## config.mk

```make
export PLATFORM = sky130hd
export DESIGN_NAME = actrim_regs
export DESIGN_NICKNAME = d
export VERILOG_FILES = /design/src/actrim_pkg.sv /design/src/actrim_shift.sv /design/src/actrim_gate.sv /design/src/actrim_regs.sv
export VERILOG_INCLUDE_DIRS = /design/src
export SDC_FILE = /design/constraint.sdc
export NUM_CORES = 1
export LEC_CHECK = 0
export BUFFER_PORTS_ARGS = -buffer_cell sky130_fd_sc_hd__buf_2
export CAP_MARGIN = 20
export CELL_PAD_IN_SITES_DETAIL_PLACEMENT = 1
export CELL_PAD_IN_SITES_GLOBAL_PLACEMENT = 2
export CORE_UTILIZATION = 46
export DETAILED_ROUTE_END_ITERATION = 10
export PLACE_DENSITY = 0.8
export SETUP_SLACK_MARGIN = 0.15
export SLEW_MARGIN = 20
export SYNTH_ARGS = -nofsm -noshare
export SYNTH_HDL_FRONTEND = slang
export SYNTH_HIERARCHICAL = 1
export SYNTH_SLANG_ARGS = --single-unit
```

## constraint.sdc

```tcl
create_clock -name clk -period 2.6 [get_ports clk]
set_clock_uncertainty 0.2 [all_clocks]
set_input_delay 0.13 -clock clk [delete_from_list [all_inputs] [get_ports clk]]
set_output_delay 0.13 -clock clk [all_outputs]
set_load 0.02 [all_outputs]
```

## src/actrim_cfg.svh

```systemverilog
`ifndef ACTRIM_CFG_SVH
`define ACTRIM_CFG_SVH
// register addresses
`define ACTRIM_ADDR_I_OFFSET 4'h2
`define ACTRIM_ADDR_I_GAIN 4'h3
`define ACTRIM_ADDR_EXT_CFG 4'h9
`define ACTRIM_ADDR_Q_OFFSET 4'ha
`define ACTRIM_ADDR_Q_GAIN 4'hb
`define ACTRIM_ADDR_FINE 4'he
`define ACTRIM_ADDR_COARSE 4'hf
// reset values
`define ACTRIM_RST_OFFSET 16'h007f
`define ACTRIM_RST_GAIN 16'h807f
`define ACTRIM_RST_EXT_CFG 16'h03ff
`define ACTRIM_RST_FINE 16'h00ff
`define ACTRIM_RST_COARSE 16'h007f
// frame layout
`define ACTRIM_HEADER 12'h001
`define ACTRIM_FRAME_BITS 6'd32
// field positions
`define ACTRIM_OFS_MAG_HI 15
`define ACTRIM_OFS_MAG_LO 8
`define ACTRIM_OFS_SIGN 7
`define ACTRIM_GAIN_HI 15
`define ACTRIM_GAIN_LO 7
`define ACTRIM_EXT_PATTERN 15
`define ACTRIM_EXT_TRIM_SKIP 14
`define ACTRIM_EXT_INTERLEAVE 13
`define ACTRIM_EXT_INPUT 12
`define ACTRIM_EXT_SLOW_TUNE 10
`define ACTRIM_FINE_HI 15
`define ACTRIM_FINE_LO 8
`define ACTRIM_CRS_INVERT 15
`define ACTRIM_CRS_HI 14
`define ACTRIM_CRS_LO 10
`define ACTRIM_MID_HI 9
`define ACTRIM_MID_LO 7
`endif

```

## src/actrim_pkg.sv

```systemverilog
package actrim_pkg;
  // per-channel analog trim
  typedef struct packed {
    logic [7:0] offset_mag;
    logic offset_negative;
    logic [8:0] gain;
  } actrim_chan_t;
  // extended mode bits
  typedef struct packed {
    logic pattern_out_enable;
    logic termination_trim_skip;
    logic interleave_enable_field;
    logic interleave_input_choice;
    logic interleave_slow_clock_tune;
  } actrim_mode_t;
  // sample clock delay settings
  typedef struct packed {
    logic sample_clock_invert;
    logic [4:0] coarse_delay;
    logic [2:0] mid_step_delay;
    logic [7:0] fine_delay;
  } actrim_clk_t;
  typedef enum logic [1:0] {
    ACTRIM_IDLE,
    ACTRIM_SHIFT,
    ACTRIM_COMMIT
  } actrim_state_t;
endpackage

```

## src/actrim_shift.sv

```systemverilog
`timescale 1ns/1ns
`include "actrim_cfg.svh"
// frame deserialiser: reports a complete 32-bit frame with a good header
module actrim_shift
  import actrim_pkg::*;
(
  // clock and reset
  input wire logic clk,
  input wire logic rstn,
  // serial port
  input wire logic serial_chip_select_n,
  input wire logic serial_shift_input,
  // decoded frame
  output logic frame_valid,
  output logic [3:0] frame_addr,
  output logic [15:0] frame_data
);
  typedef struct packed {
    logic [31:0] shreg;
    logic [5:0] count;
    logic valid;
  } actrim_shift_st_t;
  actrim_shift_st_t st;
  actrim_shift_st_t next_st;
  logic [31:0] shifted;

  // msb first; counter restarts so frames may follow from the 33rd edge
  always_comb begin
    next_st = st;
    shifted = {st.shreg[30:0], serial_shift_input};
    next_st.valid = 1'b0;
    if (serial_chip_select_n) begin
      next_st.count = 6'd0;
    end else begin
      next_st.shreg = shifted;
      if (st.count == `ACTRIM_FRAME_BITS - 6'd1) begin
        next_st.count = 6'd0;
        next_st.valid = (shifted[31:20] == `ACTRIM_HEADER);
      end else begin
        next_st.count = st.count + 6'd1;
      end
    end
  end

  always_ff @(posedge clk or negedge rstn) begin
    if (!rstn) begin
      st <= '0;
    end else begin
      st <= next_st;
    end
  end

  assign frame_valid = st.valid;
  assign frame_addr = st.shreg[19:16];
  assign frame_data = st.shreg[15:0];
endmodule

```

## src/actrim_gate.sv

```systemverilog
`timescale 1ns/1ns
// holds outputs at reset defaults unless extended control is active
module actrim_gate #(
  parameter int WIDTH = 16
) (
  // select and values
  input wire logic extended_mode,
  input wire logic [WIDTH-1:0] programmed,
  input wire logic [WIDTH-1:0] fallback,
  // result
  output logic [WIDTH-1:0] effective
);
  // pin-controlled mode ignores register contents
  assign effective = extended_mode ? programmed : fallback;
endmodule

```

## src/actrim_regs.sv

```systemverilog
`timescale 1ns/1ns
`include "actrim_cfg.svh"
////////////////////////////////////////////////////////////////////////////////
// Operation
// offset bits 15:8 give linear offset magnitude, zero to about 45 mV.
// offset bit 7 picks sign, one is negative; resets to zero.
// host writes ones to offset bits 6:0; default zero magnitude positive.
// gain bits 15:7 set full scale 560 to 840 mVpp, default 100000000b.
// host keeps gain codes within the recommended band, ones in 6:0.
// gain changes apply at once without any recalibration.
// pattern bit replaces converter data and out-of-range with a generator.
// trim skip bit skips termination trim, keeps data clock running.
// interleave bit makes converters sample one input on alternate edges.
// input choice bit routes I input when zero, Q input when one.
// slow clock tune bit improves performance below 900 MHz clocks.
// host writes zero to bit 11, ones to 9:0; mode bits reset cleared.
// fine delay bits 15:8 give zero to about 50 ps of delay.
// coarse register bit 15 inverts sample clock polarity; resets zero.
// bits 14:10 add about 65 ps per step, default zero.
// bits 9:7 add about 11 ps per step, combined up to 2.1 ns.
// negative zero offset differs from positive zero by a tenth code.
// frame is 32 bits msb first: header, 4-bit address, 16 data bits.
// next frame may start on the 33rd clock without deselecting.
// register contents have no effect in pin-controlled mode.
// write only after full frame with valid header; drop partial frames.
module actrim_regs
  import actrim_pkg::*;
(
  // clock and reset
  input wire logic clk,
  input wire logic rstn,
  // serial port, sampled on rising clk
  input wire logic serial_chip_select_n,
  input wire logic serial_shift_input,
  // pin strap: high selects extended control
  input wire logic extended_mode,
  // trim outputs
  output actrim_chan_t i_trim,
  output actrim_chan_t q_trim,
  output actrim_mode_t mode,
  output actrim_clk_t clk_delay
);
  typedef struct packed {
    logic [15:0] i_channel_offset_trim;
    logic [15:0] i_channel_gain_trim;
    logic [15:0] extended_mode_config;
    logic [15:0] q_channel_offset_trim;
    logic [15:0] q_channel_gain_trim;
    logic [15:0] sample_clock_fine_delay;
    logic [15:0] sample_clock_coarse_delay;
    actrim_chan_t i_out;
    actrim_chan_t q_out;
    actrim_mode_t mode_out;
    actrim_clk_t clk_out;
  } actrim_regs_st_t;

  actrim_regs_st_t st;
  actrim_regs_st_t next_st;
  logic frame_valid;
  logic [3:0] frame_addr;
  logic [15:0] frame_data;
  logic [15:0] eff_i_ofs;
  logic [15:0] eff_i_gain;
  logic [15:0] eff_ext;
  logic [15:0] eff_q_ofs;
  logic [15:0] eff_q_gain;
  logic [15:0] eff_fine;
  logic [15:0] eff_coarse;

  // channel field split shared by both channels
  function automatic actrim_chan_t chan_decode(input logic [15:0] ofs, input logic [15:0] gain);
    actrim_chan_t c;
    c.offset_mag = ofs[`ACTRIM_OFS_MAG_HI:`ACTRIM_OFS_MAG_LO];
    c.offset_negative = ofs[`ACTRIM_OFS_SIGN];
    c.gain = gain[`ACTRIM_GAIN_HI:`ACTRIM_GAIN_LO];
    return c;
  endfunction

  ////////////////////////////////////////////////////////////////////////////////
  actrim_shift u_shift (
    .clk(clk),
    .rstn(rstn),
    .serial_chip_select_n(serial_chip_select_n),
    .serial_shift_input(serial_shift_input),
    .frame_valid(frame_valid),
    .frame_addr(frame_addr),
    .frame_data(frame_data)
  );

  ////////////////////////////////////////////////////////////////////////////////
  // pin mode: every field falls back to its reset default
  actrim_gate #(.WIDTH(16)) u_gate_i_ofs (
    .extended_mode(extended_mode),
    .programmed(st.i_channel_offset_trim),
    .fallback(`ACTRIM_RST_OFFSET),
    .effective(eff_i_ofs)
  );
  actrim_gate #(.WIDTH(16)) u_gate_i_gain (
    .extended_mode(extended_mode),
    .programmed(st.i_channel_gain_trim),
    .fallback(`ACTRIM_RST_GAIN),
    .effective(eff_i_gain)
  );
  actrim_gate #(.WIDTH(16)) u_gate_ext (
    .extended_mode(extended_mode),
    .programmed(st.extended_mode_config),
    .fallback(`ACTRIM_RST_EXT_CFG),
    .effective(eff_ext)
  );
  actrim_gate #(.WIDTH(16)) u_gate_q_ofs (
    .extended_mode(extended_mode),
    .programmed(st.q_channel_offset_trim),
    .fallback(`ACTRIM_RST_OFFSET),
    .effective(eff_q_ofs)
  );
  actrim_gate #(.WIDTH(16)) u_gate_q_gain (
    .extended_mode(extended_mode),
    .programmed(st.q_channel_gain_trim),
    .fallback(`ACTRIM_RST_GAIN),
    .effective(eff_q_gain)
  );
  actrim_gate #(.WIDTH(16)) u_gate_fine (
    .extended_mode(extended_mode),
    .programmed(st.sample_clock_fine_delay),
    .fallback(`ACTRIM_RST_FINE),
    .effective(eff_fine)
  );
  actrim_gate #(.WIDTH(16)) u_gate_coarse (
    .extended_mode(extended_mode),
    .programmed(st.sample_clock_coarse_delay),
    .fallback(`ACTRIM_RST_COARSE),
    .effective(eff_coarse)
  );

  ////////////////////////////////////////////////////////////////////////////////
  // register write and output decode
  always_comb begin
    next_st = st;
    // whole 16-bit word stored; must-be bits kept as written by the host
    if (frame_valid) begin
      case (frame_addr)
        `ACTRIM_ADDR_I_OFFSET: begin
          next_st.i_channel_offset_trim = frame_data;
        end
        `ACTRIM_ADDR_I_GAIN: begin
          next_st.i_channel_gain_trim = frame_data;
        end
        `ACTRIM_ADDR_EXT_CFG: begin
          next_st.extended_mode_config = frame_data;
        end
        `ACTRIM_ADDR_Q_OFFSET: begin
          next_st.q_channel_offset_trim = frame_data;
        end
        `ACTRIM_ADDR_Q_GAIN: begin
          next_st.q_channel_gain_trim = frame_data;
        end
        `ACTRIM_ADDR_FINE: begin
          next_st.sample_clock_fine_delay = frame_data;
        end
        `ACTRIM_ADDR_COARSE: begin
          next_st.sample_clock_coarse_delay = frame_data;
        end
        default: begin
          // calibration, configuration and reserved addresses belong elsewhere
          next_st = st;
        end
      endcase
    end
    // gain goes straight to trim; no calibration handshake involved
    next_st.i_out = chan_decode(eff_i_ofs, eff_i_gain);
    // sign passed apart from magnitude so minus zero stays distinct
    next_st.q_out = chan_decode(eff_q_ofs, eff_q_gain);
    next_st.mode_out.pattern_out_enable = eff_ext[`ACTRIM_EXT_PATTERN];
    next_st.mode_out.termination_trim_skip = eff_ext[`ACTRIM_EXT_TRIM_SKIP];
    next_st.mode_out.interleave_enable_field = eff_ext[`ACTRIM_EXT_INTERLEAVE];
    next_st.mode_out.interleave_input_choice = eff_ext[`ACTRIM_EXT_INPUT];
    next_st.mode_out.interleave_slow_clock_tune = eff_ext[`ACTRIM_EXT_SLOW_TUNE];
    next_st.clk_out.fine_delay = eff_fine[`ACTRIM_FINE_HI:`ACTRIM_FINE_LO];
    next_st.clk_out.sample_clock_invert = eff_coarse[`ACTRIM_CRS_INVERT];
    next_st.clk_out.coarse_delay = eff_coarse[`ACTRIM_CRS_HI:`ACTRIM_CRS_LO];
    next_st.clk_out.mid_step_delay = eff_coarse[`ACTRIM_MID_HI:`ACTRIM_MID_LO];
  end

  ////////////////////////////////////////////////////////////////////////////////
  // state register; outputs reset to the decoded defaults
  always_ff @(posedge clk or negedge rstn) begin
    if (!rstn) begin
      st.i_channel_offset_trim <= `ACTRIM_RST_OFFSET;
      st.i_channel_gain_trim <= `ACTRIM_RST_GAIN;
      st.extended_mode_config <= `ACTRIM_RST_EXT_CFG;
      st.q_channel_offset_trim <= `ACTRIM_RST_OFFSET;
      st.q_channel_gain_trim <= `ACTRIM_RST_GAIN;
      st.sample_clock_fine_delay <= `ACTRIM_RST_FINE;
      st.sample_clock_coarse_delay <= `ACTRIM_RST_COARSE;
      st.i_out <= {8'h00, 1'b0, 9'h100};
      st.q_out <= {8'h00, 1'b0, 9'h100};
      st.mode_out <= '0;
      st.clk_out <= '0;
    end else begin
      st <= next_st;
    end
  end

  assign i_trim = st.i_out;
  assign q_trim = st.q_out;
  assign mode = st.mode_out;
  assign clk_delay = st.clk_out;
endmodule

```

==> results.sh <==
export IMPL_grt_remaining_overflow=0
export IMPL_wl_met2_mm=6.06
export IMPL_power_density_nw_per_um2=812
export IMPL_wl_mm=11.2
export IMPL_nets=491
export IMPL_cts_inserted_buffers=17
export IMPL_final_util_pct=51.0
export IMPL_die_w_um=124
export IMPL_grt_pass1_vias=3483
export IMPL_clk_latency_ns=0.42
export IMPL_rsz0062_at_grt="false"
export IMPL_drive_gt1_share_pct=50.5
export IMPL_seq_area_um2=3860
export IMPL_clockBufferDepth=2
export IMPL_crit_path_end_kind="register"
export IMPL_ir_drop_v=0.000453
export IMPL_num_vias=3148
export IMPL_syn_to_final_growth_pct=8.60
export IMPL_max_clock_freq_mhz=511
export IMPL_arrival_ns=2.06
export IMPL_cts_tree="built"
export IMPL_io_buffer_count=62
export IMPL_fin_area_um2=7380
export IMPL_ctsResizeCount=0
export IMPL_status="finished clean"
export IMPL_grt_usage_pct=17.1
export IMPL_via_per_inst=4.62
export IMPL_fin_cells=681
export IMPL_syn_inst=438
export IMPL_setup_viol=0
export IMPL_drc_errors=0
export IMPL_io_pins=63
export IMPL_syn_area_um2=6800
export IMPL_routed_top_layer="met4"
export IMPL_finalMaxSlewViolations=0
export IMPL_grt_first_pass_wirelength_mm=18.7
export IMPL_row_count=44
export IMPL_worst_pin_slew_ns=0.763
export IMPL_final_antenna_net_count=0
export IMPL_dieArea_um2=15300
export IMPL_cts_sinks=154
export IMPL_htreeDepth=4
export IMPL_root_buffer="clkbuf_16"
export IMPL_first_pass_iters=4
export IMPL_path_clk_slew_ns=0.06
export IMPL_dpl_hpwl_mm=7.09
export IMPL_grt_start_max_net_pins=67
export IMPL_slew_headroom_pct=49.1
export IMPL_hold_path_class="in2async"
export IMPL_dr_wl_met3_um=401
export IMPL_gp_congestion=0.717
export IMPL_cap_violations=0
export IMPL_placed_cells=648
export IMPL_p_leak_nw=3.85
export IMPL_placeableCoreArea_um2=14500
export IMPL_multi_input_area_um2=2300
export IMPL_antenna_found_initial=0
export IMPL_wl_per_cell_um=16.5
export IMPL_fin_crit_sh_pct=75.3
export IMPL_fin_tns_setup_ns=0
export IMPL_hold_violations=0
export IMPL_n_antenna_cell=0
export IMPL_placement_cell_area_um2=6780
export IMPL_yosys_warnings=6
export IMPL_die_h_um=124
export IMPL_wl_met1_mm=4.56
export IMPL_path_class="reg2reg"
export IMPL_syn_area_per_cell_um2=15.5
export IMPL_crit_path_start_kind="register"
export IMPL_crit_fanout=9
export IMPL_fillerInstances=1429
export IMPL_start_util_pct=46.9
export IMPL_drt_iter0_drc=119
export IMPL_final_min_clock_period_ns=1.96
export IMPL_required_ns=2.70
## where the power goes
group / total, mW / leakage [nW] / switching [mW] / internal, mW
Combinational: 0.567 / 1.53 / 0.263 / 0.303
Clock: 2.42 / 0.290 / 0.904 / 1.51
Sequential: 3.01 / 2.03 / 0.375 / 2.64
Total: 6.00 / 3.85 / 1.54 / 4.45
## final timing paths
path / from / endpoint / slack, ns / cells past startpoint
max in group asynchronous: rstn / clk_delay[1] / 1.37 / 3
min in group clk: serial_chip_select_n / u_shift/shifted[21] / 0.09 / 3
max: u_shift/frame_addr[1] / st[66] / 0.64 / 3
min: rstn / q_trim[11] / 0.06 / 2
max reg2reg: u_shift/frame_addr[1] / st[66] / 0.64 / 3
min reg2reg: u_shift/st[1] / u_shift/st[1] / 0.27 / 1
## state kept, by name (all words and copies together), names as in the netlist
register,flops
mode,5
i_trim,18
st,58
u_shift/st,6
q_trim,18
u_shift/frame_data,16
u_shift/shifted,11
u_shift/frame_addr,4
clk_delay,17
u_shift/frame_valid,1
## per-layer routing
metal	track usage, %	vias up
li1	-	1444
met1	19.7	1636
met2	29.8	52
met3	4.47	16
met4	7.45	0
met5	0	-
## critical path: stages (launching register included)
cell     delay (ns)
dfrtp_1        0.46
nand3_1        0.16
nor2_1         0.61
mux2_2         0.41
## cell type report
type                            instances  share of cell area (%)
Clock inverter                         10                    1.70
Multi-Input combinational cell        241                    31.2
Sequential cell                       154                    52.3
Clock buffer                           21                    6.10
Inverter                                1                  0.0509
Timing Repair Buffer                   70                    5.54
Tap cell                              184                    3.12
## what timing repair did
item                      4_1_cts  5_1_grt
hold buffers                    2        0
hold endpoints to repair      108        0
setup buffers                   0        0
## metrics by stage
stage / hold slack [ns] / setup WS, ns / power [mW]
3_5_place_dp: -0.0432 / 0.627 / 3.64
4_1_cts: 0.0663 / 0.617 / 6.11
2_1_floorplan: -0.366 / 0.627 / 3.51
3_3_place_gp: -0.0531 / 0.748 / 3.58
5_1_grt: 0.0968 / 0.486 / 6.26
6_report: 0.0600 / 0.643 / 6.00
## layout by cell type (no fill, tap or decap), types with 2 or more instances in the layout
cell	n
mux2_2	94
mux2_4	52
nand3_1	4
nand2b_4	2
bufinv_16	3
xor2_1	2
dfrtp_1	150
nor2_1	7
buf_12	2
or3_1	2
dlygate4sd3_1	2
buf_4	5
dfstp_2	4
clkbuf_16	17
conb_1	58
clkbuf_1	3
nor4_1	2
buf_2	60
clkinv_2	7
nand2_1	5
(Power assumes the default switching activity.)
